==> config.mk <==
export PLATFORM = sky130hd
export DESIGN_NAME = translation_unit
export DESIGN_NICKNAME = d
export VERILOG_FILES = /design/src/hdl/window_pkg.sv /design/src/hdl/translation_unit.sv
export VERILOG_INCLUDE_DIRS = /design/src /design/src/hdl
export SDC_FILE = /design/constraint.sdc
export NUM_CORES = 1
export LEC_CHECK = 0
export BUFFER_PORTS_ARGS = -buffer_cell sky130_fd_sc_hd__buf_2
export CAP_MARGIN = 20
export CORE_AREA = 2 2 216 218
export DETAILED_ROUTE_END_ITERATION = 8
export DIE_AREA = 0 0 218 220
export PLACE_DENSITY = 0.85
export RECOVER_POWER = 25
export SYNTH_ARGS = -nofsm -noshare
export SYNTH_HDL_FRONTEND = slang
export SYNTH_SLANG_ARGS = --single-unit
==> constraint.sdc <==
create_clock -name clock -period 2.3 [get_ports clock]
set_input_delay 0.46 -clock clock [delete_from_list [all_inputs] [get_ports clock]]
set_output_delay 0.46 -clock clock [all_outputs]
set_load 0.01 [all_outputs]
==> src/hdl/window_defs.svh <==
// register offsets, field positions and fixed window bounds of the translation unit
`ifndef WINDOW_DEFS_SVH
`define WINDOW_DEFS_SVH
`define OFF_MIN_GRANT     8'h00
`define OFF_MAX_LATENCY   8'h04
`define OFF_LIMIT_0       8'h08
`define OFF_BASE_0        8'h0C
`define OFF_XLATE_0       8'h10
`define OFF_LIMIT_1       8'h14
`define OFF_BASE_1        8'h18
`define OFF_LIMIT_2       8'h1C
`define OFF_BASE_2        8'h20
`define OFF_XLATE_2       8'h24
`define OFF_ROM_LIMIT     8'h28
`define OFF_ROM_BASE      8'h2C
`define OFF_ROM_XLATE     8'h30
`define OFF_OUT_IO_XLATE  8'h34
`define OFF_OUT_MEM_XLATE 8'h38
`define WIN_MASK_LOW      32'hFFFFF000
`define OUT_IO_BASE       32'h90000000
`define OUT_IO_MASK       32'hFFFF0000
`define OUT_MEM_BASE      32'h80000000
`define OUT_MEM_MASK      32'hFC000000
`define MIN_GRANT_VALUE   8'h00
`define MAX_LATENCY_VALUE 8'h00
`define ZERO_WORD         32'h00000000
`endif

==> src/hdl/window_pkg.sv <==
// types shared by the translation unit
package window_pkg;
    typedef enum logic [1:0] {
        in_none,
        in_win0,
        in_win2,
        in_rom
    } inbound_hit_t;
    typedef enum logic [1:0] {
        out_none,
        out_mem,
        out_io
    } outbound_hit_t;
endpackage

==> src/hdl/translation_unit.sv <==
// inbound and outbound address window translation with its configuration registers
`timescale 1ns/1ns
`include "window_defs.svh"

// Behaviour
// - Min grant register reads a fixed value in units of 8 PCI clocks.
// - Max latency register reads a fixed value in units of 8 PCI clocks.
// - Inbound window 0 hits convert PCI address to internal address.
// - Window 2 translates like window 0 with its own limit and translate.
// - Limit bits 31..12 make matching base bits writable, else read zero.
// - An all-zero limit makes base writes have no effect, reading zero.
// - Limit masks translate value bits below window size during translation.
// - Limit sets the size reported when base is sized with all ones.
// - Window 1 is never claimed and never translated.
// - ROM limit gates writable ROM base bits like window limits.
// - ROM window hits drive internal address from ROM translate value.
// - Windows 0 and 2 drive internal address from their translate value.
// - Internal 9000_0000..9000_FFFF is a 64 KB outbound PCI I/O window.
// - Outbound hits drive PCI address from that window's translate value.
// - Internal 8000_0000..83FF_FFFF is a 64 MB outbound memory window.
module translation_unit
    import window_pkg::*;
(
    input  wire logic        clock,
    input  wire logic        resetn,
    input  wire logic [7:0]  reg_addr,
    input  wire logic [31:0] reg_wdata,
    input  wire logic        reg_write,
    input  wire logic        reg_read,
    output logic      [31:0] reg_rdata,
    input  wire logic        in_valid,
    input  wire logic [31:0] in_pci_addr,
    output logic             in_claim,
    output logic [1:0]       in_window,
    output logic [31:0]      in_internal_addr,
    input  wire logic        out_valid,
    input  wire logic [31:0] out_internal_addr,
    output logic             out_claim,
    output logic             out_is_io,
    output logic [31:0]      out_pci_addr
);

    typedef struct packed {
        logic [31:0] limit_0;
        logic [31:0] base_0;
        logic [31:0] xlate_0;
        logic [31:0] limit_1;
        logic [31:0] base_1;
        logic [31:0] limit_2;
        logic [31:0] base_2;
        logic [31:0] xlate_2;
        logic [31:0] rom_limit;
        logic [31:0] rom_base;
        logic [31:0] rom_xlate;
        logic [31:0] out_io_xlate;
        logic [31:0] out_mem_xlate;
        logic [31:0] rdata;
        logic        in_claim;
        logic [1:0]  in_window;
        logic [31:0] in_addr;
        logic        out_claim;
        logic        out_is_io;
        logic [31:0] out_addr;
    } state_t;

    state_t state_q;
    state_t state_d;

    // only bits 31..12 of a limit are meaningful
    function automatic logic [31:0] limit_mask(
        input logic [31:0] limit
    );
        limit_mask = limit & `WIN_MASK_LOW;
    endfunction

    // a base write keeps only bits the limit opens; zero limit blocks all
    function automatic logic [31:0] gated_base(
        input logic [31:0] wdata,
        input logic [31:0] limit
    );
        gated_base = wdata & limit_mask(limit);
    endfunction

    // closing a limit bit drops the base bit it no longer opens
    function automatic logic [31:0] closed_base(
        input logic [31:0] base,
        input logic [31:0] limit
    );
        closed_base = base & limit_mask(limit);
    endfunction

    function automatic logic window_hit(
        input logic [31:0] addr,
        input logic [31:0] base,
        input logic [31:0] limit
    );
        logic [31:0] m;
        m = limit_mask(limit);
        window_hit = ((addr & m) == (base & m)) && ((base & m) != `ZERO_WORD);
    endfunction

    // translate bits under the window size are ignored, offset passes through
    function automatic logic [31:0] translate(
        input logic [31:0] addr,
        input logic [31:0] xlate,
        input logic [31:0] limit
    );
        logic [31:0] m;
        m = limit_mask(limit);
        translate = (xlate & m) | (addr & ~m);
    endfunction

    function automatic logic fixed_hit(
        input logic [31:0] addr,
        input logic [31:0] base,
        input logic [31:0] mask
    );
        fixed_hit = (addr & mask) == base;
    endfunction

    // plain addition: an unaligned translate value carries into the upper bits
    function automatic logic [31:0] fixed_translate(
        input logic [31:0] addr,
        input logic [31:0] xlate,
        input logic [31:0] mask
    );
        fixed_translate = xlate + (addr & ~mask);
    endfunction

    function automatic logic [31:0] info_word(
        input logic [7:0] value
    );
        info_word = {24'h000000, value};
    endfunction

    // one register write; a limit write also clears the base bits it closes
    function automatic state_t apply_write(
        input state_t      s,
        input logic [7:0]  addr,
        input logic [31:0] data
    );
        state_t n;
        n = s;
        case (addr)
            `OFF_LIMIT_0: begin
                n.limit_0 = data;
                n.base_0  = closed_base(s.base_0, data);
            end
            `OFF_BASE_0: begin
                n.base_0 = gated_base(data, s.limit_0);
            end
            `OFF_XLATE_0: begin
                n.xlate_0 = data;
            end
            `OFF_LIMIT_1: begin
                n.limit_1 = data;
                n.base_1  = closed_base(s.base_1, data);
            end
            `OFF_BASE_1: begin
                n.base_1 = gated_base(data, s.limit_1);
            end
            `OFF_LIMIT_2: begin
                n.limit_2 = data;
                n.base_2  = closed_base(s.base_2, data);
            end
            `OFF_BASE_2: begin
                n.base_2 = gated_base(data, s.limit_2);
            end
            `OFF_XLATE_2: begin
                n.xlate_2 = data;
            end
            `OFF_ROM_LIMIT: begin
                n.rom_limit = data;
                n.rom_base  = closed_base(s.rom_base, data);
            end
            `OFF_ROM_BASE: begin
                n.rom_base = gated_base(data, s.rom_limit);
            end
            `OFF_ROM_XLATE: begin
                n.rom_xlate = data;
            end
            `OFF_OUT_IO_XLATE: begin
                n.out_io_xlate = data;
            end
            `OFF_OUT_MEM_XLATE: begin
                n.out_mem_xlate = data;
            end
            // read-only and unmapped offsets swallow the write
            default: begin
                n = s;
            end
        endcase
        apply_write = n;
    endfunction

    // read mux; unmapped offsets read zero
    function automatic logic [31:0] read_word(
        input state_t     s,
        input logic [7:0] addr
    );
        case (addr)
            `OFF_MIN_GRANT: begin
                read_word = info_word(`MIN_GRANT_VALUE);
            end
            `OFF_MAX_LATENCY: begin
                read_word = info_word(`MAX_LATENCY_VALUE);
            end
            `OFF_LIMIT_0: begin
                read_word = s.limit_0;
            end
            `OFF_BASE_0: begin
                read_word = s.base_0;
            end
            `OFF_XLATE_0: begin
                read_word = s.xlate_0;
            end
            `OFF_LIMIT_1: begin
                read_word = s.limit_1;
            end
            `OFF_BASE_1: begin
                read_word = s.base_1;
            end
            `OFF_LIMIT_2: begin
                read_word = s.limit_2;
            end
            `OFF_BASE_2: begin
                read_word = s.base_2;
            end
            `OFF_XLATE_2: begin
                read_word = s.xlate_2;
            end
            `OFF_ROM_LIMIT: begin
                read_word = s.rom_limit;
            end
            `OFF_ROM_BASE: begin
                read_word = s.rom_base;
            end
            `OFF_ROM_XLATE: begin
                read_word = s.rom_xlate;
            end
            `OFF_OUT_IO_XLATE: begin
                read_word = s.out_io_xlate;
            end
            `OFF_OUT_MEM_XLATE: begin
                read_word = s.out_mem_xlate;
            end
            default: begin
                read_word = `ZERO_WORD;
            end
        endcase
    endfunction

    // result of one inbound or outbound address lookup
    typedef struct packed {
        logic        claim;
        logic        is_io;
        logic [1:0]  window;
        logic [31:0] addr;
    } lookup_t;

    // fixed priority settles overlapping windows; window 1 is never looked at
    function automatic lookup_t inbound_lookup(
        input state_t      s,
        input logic [31:0] addr
    );
        lookup_t r;
        r = '0;
        if (window_hit(addr, s.base_0, s.limit_0)) begin
            r.claim  = 1'h1;
            r.window = in_win0;
            r.addr   = translate(addr, s.xlate_0, s.limit_0);
        end else if (window_hit(addr, s.base_2, s.limit_2)) begin
            r.claim  = 1'h1;
            r.window = in_win2;
            r.addr   = translate(addr, s.xlate_2, s.limit_2);
        end else if (window_hit(addr, s.rom_base, s.rom_limit)) begin
            r.claim  = 1'h1;
            r.window = in_rom;
            r.addr   = translate(addr, s.rom_xlate, s.rom_limit);
        end
        inbound_lookup = r;
    endfunction

    function automatic lookup_t outbound_lookup(
        input state_t      s,
        input logic [31:0] addr
    );
        lookup_t r;
        r = '0;
        if (fixed_hit(addr, `OUT_IO_BASE, `OUT_IO_MASK)) begin
            r.claim = 1'h1;
            r.is_io = 1'h1;
            r.addr  = fixed_translate(addr, s.out_io_xlate, `OUT_IO_MASK);
        end else if (fixed_hit(addr, `OUT_MEM_BASE, `OUT_MEM_MASK)) begin
            r.claim = 1'h1;
            r.addr  = fixed_translate(addr, s.out_mem_xlate, `OUT_MEM_MASK);
        end
        outbound_lookup = r;
    endfunction

    always_comb begin
        lookup_t in_res;
        lookup_t out_res;
        in_res  = inbound_lookup(state_q, in_pci_addr);
        out_res = outbound_lookup(state_q, out_internal_addr);

        state_d = state_q;
        if (reg_write) begin
            state_d = apply_write(state_q, reg_addr, reg_wdata);
        end

        // read data stand one cycle and fall back to zero
        state_d.rdata = `ZERO_WORD;
        if (reg_read) begin
            state_d.rdata = read_word(state_q, reg_addr);
        end

        // inbound: window 1 is deliberately absent, it only reserves host space
        state_d.in_claim  = 1'h0;
        state_d.in_window = in_none;
        state_d.in_addr   = `ZERO_WORD;
        if (in_valid) begin
            state_d.in_claim  = in_res.claim;
            state_d.in_window = in_res.window;
            state_d.in_addr   = in_res.addr;
        end

        // outbound fixed windows
        state_d.out_claim = 1'h0;
        state_d.out_is_io = 1'h0;
        state_d.out_addr  = `ZERO_WORD;
        if (out_valid) begin
            state_d.out_claim = out_res.claim;
            state_d.out_is_io = out_res.is_io;
            state_d.out_addr  = out_res.addr;
        end
    end

    always_ff @(posedge clock or negedge resetn) begin
        if (!resetn) begin
            state_q <= '0;
        end else begin
            state_q <= state_d;
        end
    end

    assign reg_rdata        = state_q.rdata;
    assign in_claim         = state_q.in_claim;
    assign in_window        = state_q.in_window;
    assign in_internal_addr = state_q.in_addr;
    assign out_claim        = state_q.out_claim;
    assign out_is_io        = state_q.out_is_io;
    assign out_pci_addr     = state_q.out_addr;

endmodule

==> flow_results.xml <==
<?xml version="1.0" encoding="UTF-8"?>
<metrics>
  <group name="clock_tree">
    <metric name="worst_setup_hold_path_clk_slew" unit="ns">0.06</metric>
    <metric name="cts.sink_count" unit="">469</metric>
    <metric name="cts.htree.levels" unit="">2</metric>
    <metric name="clkLatencyLatePin" unit="ns">0.61</metric>
    <metric name="cts_root_buf" unit="">sky130_fd_sc_hd__clkbuf_16</metric>
    <metric name="cts.path.max_buffers" unit="">3</metric>
    <metric name="tritoncts" unit="">built</metric>
    <metric name="cts_buffers" unit="">50</metric>
  </group>
  <group name="outcome">
    <metric name="failing_checks" unit="">capacitance limit, slew limit, setup timing</metric>
    <metric name="outcome" unit="">finished with violations</metric>
  </group>
  <group name="route">
    <metric name="drc_markers" unit="">0</metric>
    <metric name="routed_wl" unit="um">96700</metric>
    <metric name="ant_nets" unit="">0</metric>
    <metric name="routed_wire_length_per_instance" unit="um">28.9</metric>
    <metric name="avgViaCountPerCell" unit="">6.72</metric>
    <metric name="drt_first_pass_iters" unit="">7</metric>
    <metric name="initialDrtViolationCount" unit="">3189</metric>
    <metric name="num_vias" unit="">22507</metric>
  </group>
  <group name="run">
    <metric name="max_cap_violations" unit="">1</metric>
  </group>
  <group name="synthesis">
    <metric name="synth_seq_cells" unit="">469</metric>
    <metric name="synthXorXnorAreaFrac" unit="">0.0401</metric>
    <metric name="post_synth_mux_area_share" unit="">0.169</metric>
    <metric name="postSynthCellCount" unit="">2250</metric>
    <metric name="synth.lib_cells_used.distinct" unit="">73</metric>
    <metric name="postSynthNetCount" unit="">2404</metric>
    <metric name="synthDominantCellAreaShare" unit="">0.472</metric>
    <metric name="synth-seq-area-share" unit="">0.472</metric>
    <metric name="post_synth.cell_area_avg" unit="um2">11.1</metric>
    <metric name="synth_enable_flop_cells" unit="">0</metric>
    <metric name="synth.largest_area_cell" unit="">sky130_fd_sc_hd__dfrtp_1</metric>
    <metric name="post_synth_fa_ha_maj_area_fraction" unit="">0.0227</metric>
    <metric name="synthTopCellsByArea" unit="">sky130_fd_sc_hd__dfrtp_1 47%, sky130_fd_sc_hd__mux2_2 15%, sky130_fd_sc_hd__xor2_1 3.3%</metric>
    <metric name="synth-async-reset-ratio" unit="">1.00</metric>
    <metric name="largest_family_of_logic_cells_by_synthesized_area" unit="">multiplexers</metric>
    <metric name="post_synth_instance_area" unit="um2">24900</metric>
    <metric name="post_synth_and_or_nand_nor_area_fraction" unit="">0.0752</metric>
    <metric name="synth_compound_area_frac" unit="">0.163</metric>
    <metric name="synthFlopType" unit="">sky130_fd_sc_hd__dfrtp_1</metric>
    <metric name="count_of_yosys_warnings_during_synthesis" unit="">0</metric>
  </group>
  <group name="worst_hold_path">
    <metric name="worstHoldPathCells" unit="">2</metric>
    <metric name="worst_hold_path_type" unit="">input port to flop</metric>
    <metric name="worstHoldEndpoint" unit="">in_internal_addr[9]$_DFF_PN0_</metric>
    <metric name="hold_start" unit="">in_pci_addr[9]</metric>
  </group>
  <group name="critical_path">
    <metric name="timing.rr.start" unit="">state_q[101]$_DFFE_PN0P_</metric>
    <metric name="cp_data_arrival_time" unit="ns">3.12</metric>
    <metric name="r2r_cells" unit="">12</metric>
    <metric name="end_kind" unit="">flop</metric>
    <metric name="criticalPathCategory" unit="">flop to flop</metric>
    <metric name="critical_path.reg2reg.endpoint" unit="">out_pci_addr[28]$_DFF_PN0_</metric>
    <metric name="reg2reg_setup_slack" unit="ns">-0.35</metric>
    <metric name="worst_setup_path_start_kind" unit="">flop</metric>
    <metric name="worstPathMaxFanout" unit="">3</metric>
    <metric name="cp_data_required_time" unit="ns">2.77</metric>
  </group>
  <group name="global_routing">
    <metric name="groute.usage.overall" unit="">0.401</metric>
    <metric name="grt_first_pass_wirelength" unit="um">143000</metric>
    <metric name="vias_in_the_first_global_route" unit="">22454</metric>
    <metric name="overflow" unit="">0</metric>
    <metric name="pin_count_of_the_biggest_net_entering_global_routing" unit="">62</metric>
    <metric name="grt_antenna_before_repair" unit="">10</metric>
  </group>
  <group name="floorplan">
    <metric name="core.rowCount" unit="">79</metric>
    <metric name="die_height" unit="um">220</metric>
    <metric name="core_box_area" unit="um2">45900</metric>
    <metric name="die_w" unit="um">218</metric>
    <metric name="top_level_ports" unit="">211</metric>
    <metric name="initial_core_util" unit="">0.543</metric>
    <metric name="die_area" unit="um2">48000</metric>
  </group>
  <group name="sta">
    <metric name="rsz0062_at_grt" unit="">yes</metric>
    <metric name="fin_ws" unit="ns">-0.351</metric>
    <metric name="clock-skew-final" unit="ns">0.0251</metric>
    <metric name="max_slew.worst_pin.slew" unit="ns">1.65</metric>
    <metric name="report.final.slew_viol_count" unit="">54</metric>
    <metric name="worst_slew_margin_rel" unit="">-0.103</metric>
    <metric name="post-route-min-period" unit="ns">2.65</metric>
    <metric name="setup_viol_count_final" unit="">50</metric>
    <metric name="final_min_period_over_clock_period" unit="">1.15</metric>
    <metric name="max_fclk" unit="GHz">0.377</metric>
    <metric name="report.final.hold_viol_count" unit="">0</metric>
  </group>
  <group name="power">
    <metric name="max-vdd-ir-drop" unit="mV">0.643</metric>
    <metric name="total_leakage_power" unit="uW">0.0154</metric>
    <metric name="design_power_total" unit="uW">20300</metric>
    <metric name="power-per-cell-area" unit="nW/um2">634</metric>
  </group>
  <group name="layout">
    <metric name="area_added_between_synthesis_and_finish" unit="%">28.5</metric>
    <metric name="final_design_area_no_fill" unit="um2">32000</metric>
    <metric name="finalNetCount" unit="">2852</metric>
    <metric name="drive_above_1_share" unit="">0.447</metric>
    <metric name="num-fill-cells" unit="">3140</metric>
  </group>
  <group name="placed_design">
    <metric name="place_area" unit="um2">29200</metric>
    <metric name="post-dp-hpwl" unit="um">68300</metric>
    <metric name="finalWeightedCongestion" unit="">1.10</metric>
    <metric name="number_of_buffers_added_on_ports" unit="">210</metric>
  </group>
</metrics>
worst max-delay path by stage:
stage                                  start                          to  slack, ns  cells after the start
global placement        out_internal_addr[0]  out_pci_addr[28]$_DFF_PN0_      -0.47                     13
floorplan               out_internal_addr[0]  out_pci_addr[28]$_DFF_PN0_      -0.13                     12
detailed placement      out_internal_addr[0]  out_pci_addr[28]$_DFF_PN0_      -0.58                     14
finish              state_q[101]$_DFFE_PN0P_  out_pci_addr[28]$_DFF_PN0_      -0.35                     12
CTS                 state_q[133]$_DFFE_PN0P_  out_pci_addr[28]$_DFF_PN0_      -0.29                     13
global route        state_q[133]$_DFFE_PN0P_  out_pci_addr[28]$_DFF_PN0_      -0.46                     13
state kept, by name (all words and copies together), names as in the netlist:
signal	cells
in_claim	1
in_internal_addr	32
in_window	2
out_claim	1
out_is_io	1
out_pci_addr	32
reg_rdata	32
state_q	368
Yosys cell counts, drive strengths merged (28+ instances only):
cell,n
dfrtp,469
mux2,327
o21ai,165
buf,151
nand2,126
clkbuf,101
a21oi,94
xor2,93
nor2,76
nand3,60
mux2i,53
a22oi,46
a221oi,44
ha,42
a31oi,35
a222oi,32
a221o,30
a22o,30
a21o,28
and2,28
critical path: stages (launching register included):
cell	delay, ns
sky130_fd_sc_hd__dfrtp_1	0.41
sky130_fd_sc_hd__ha_4	0.17
sky130_fd_sc_hd__inv_2	0.04
sky130_fd_sc_hd__fa_2	0.39
sky130_fd_sc_hd__nor2b_4	0.15
sky130_fd_sc_hd__o31ai_4	0.10
sky130_fd_sc_hd__a21oi_2	0.22
sky130_fd_sc_hd__a32oi_2	0.16
sky130_fd_sc_hd__and3_1	0.20
sky130_fd_sc_hd__o31a_1	0.28
sky130_fd_sc_hd__nor2_1	0.17
sky130_fd_sc_hd__xnor2_1	0.13
sky130_fd_sc_hd__o22ai_1	0.11
per-layer routing:
layer | share of wire | GRT usage | vias to the layer above
li1 | - | - | 9177
met1 | 0.37 | 0.524 | 11107
met2 | 0.44 | 0.602 | 1768
met3 | 0.13 | 0.133 | 447
met4 | 0.055 | 0.191 | 8
met5 | 0.00059 | 0 | -
kinds of logic (layout without fill, tap and decap cells):
| family | Yosys count | after routing |
|---|---|---|
| compound gates | 588 | 589 |
| simple gates | 388 | 389 |
| other cells | 0 | 4 |
| buf+inv | 267 | 751 |
| xor+xnor | 114 | 114 |
| fa+ha+maj | 44 | 44 |
| flops | 469 | 469 |
| mux | 380 | 380 |
repair_timing:
action | in CTS | in global routing
setup buffers | 21 | 19
pin swaps | 66 | 72
endpoints found under the setup margin | 53 | 57
hold buffers | 1 | 0
resized for setup | 107 | 57
hold endpoints to repair | 41 | 0
cloned | 2 | 0
stage by stage:
stage | TNS (ns) | utilization | cells | setup WS, ns | hold WS [ns]
after floorplan | -0.334 | - | 2250 | -0.130 | 0.164
after global placement | -21.05 | 0.636 | 3214 | -0.472 | 0.446
after detailed placement | -31.18 | 0.636 | 3214 | -0.582 | 0.440
after CTS | -5.68 | 0.690 | 3327 | -0.285 | 0.0619
after global routing | -31.94 | 0.697 | 3346 | -0.458 | 0.0770
final | -6.46 | 0.697 | 3347 | -0.351 | 0.0788
power breakdown:
group	switching (uW)	total [uW]	leakage, uW	internal [uW]
Combinational	1360	2480	0.00805	1120
Clock	3520	8890	0.000882	5380
Sequential	343	8900	0.00646	8550
Total	5220	20300	0.0154	15100
cells in the final DEF (no fill, tap or decap), types with 14 or more instances in the layout:
cell type                   netlist  layout
sky130_fd_sc_hd__a221oi_1        44      38
sky130_fd_sc_hd__a21o_1          28      28
sky130_fd_sc_hd__o22ai_1         18      17
sky130_fd_sc_hd__nand2_1        126     122
sky130_fd_sc_hd__mux2i_1         53      53
sky130_fd_sc_hd__buf_6            4      20
sky130_fd_sc_hd__mux2_2         327     327
sky130_fd_sc_hd__a31oi_1         35      34
sky130_fd_sc_hd__ha_4             0      23
sky130_fd_sc_hd__xor2_1          93      87
sky130_fd_sc_hd__clkbuf_8         0      16
sky130_fd_sc_hd__a221o_1         30      30
sky130_fd_sc_hd__a21oi_1         93      80
sky130_fd_sc_hd__o21ai_0        152     144
sky130_fd_sc_hd__xnor2_1         21      19
sky130_fd_sc_hd__nand3_1         60      57
sky130_fd_sc_hd__and2_1          27      15
sky130_fd_sc_hd__nand4_1         17      17
sky130_fd_sc_hd__a22oi_1         46      41
sky130_fd_sc_hd__clkbuf_16        0      51
sky130_fd_sc_hd__a32o_1          21      21
sky130_fd_sc_hd__nor2_1          75      60
sky130_fd_sc_hd__nor2_2           1      14
sky130_fd_sc_hd__buf_4          100     367
sky130_fd_sc_hd__ha_1            42      18
sky130_fd_sc_hd__buf_2           24     210
sky130_fd_sc_hd__a22o_1          30      29
sky130_fd_sc_hd__a222oi_1        32      32
sky130_fd_sc_hd__buf_12           0      38
sky130_fd_sc_hd__dfrtp_1        469     458
final cells by class:
cell class              instances  area [um2]  area share
flip-flops and latches        469       11800       0.367
multi-input cells            1516       12700       0.397
clock inverters                18         318     0.00994
diodes                          4        10.0    0.000313
clock buffers                  72        1490      0.0464
well taps                     607         759      0.0237
repair buffers                646        4890       0.153
inverters                      15        58.8     0.00184
Note: power is estimated with default switching activity, not from simulation.
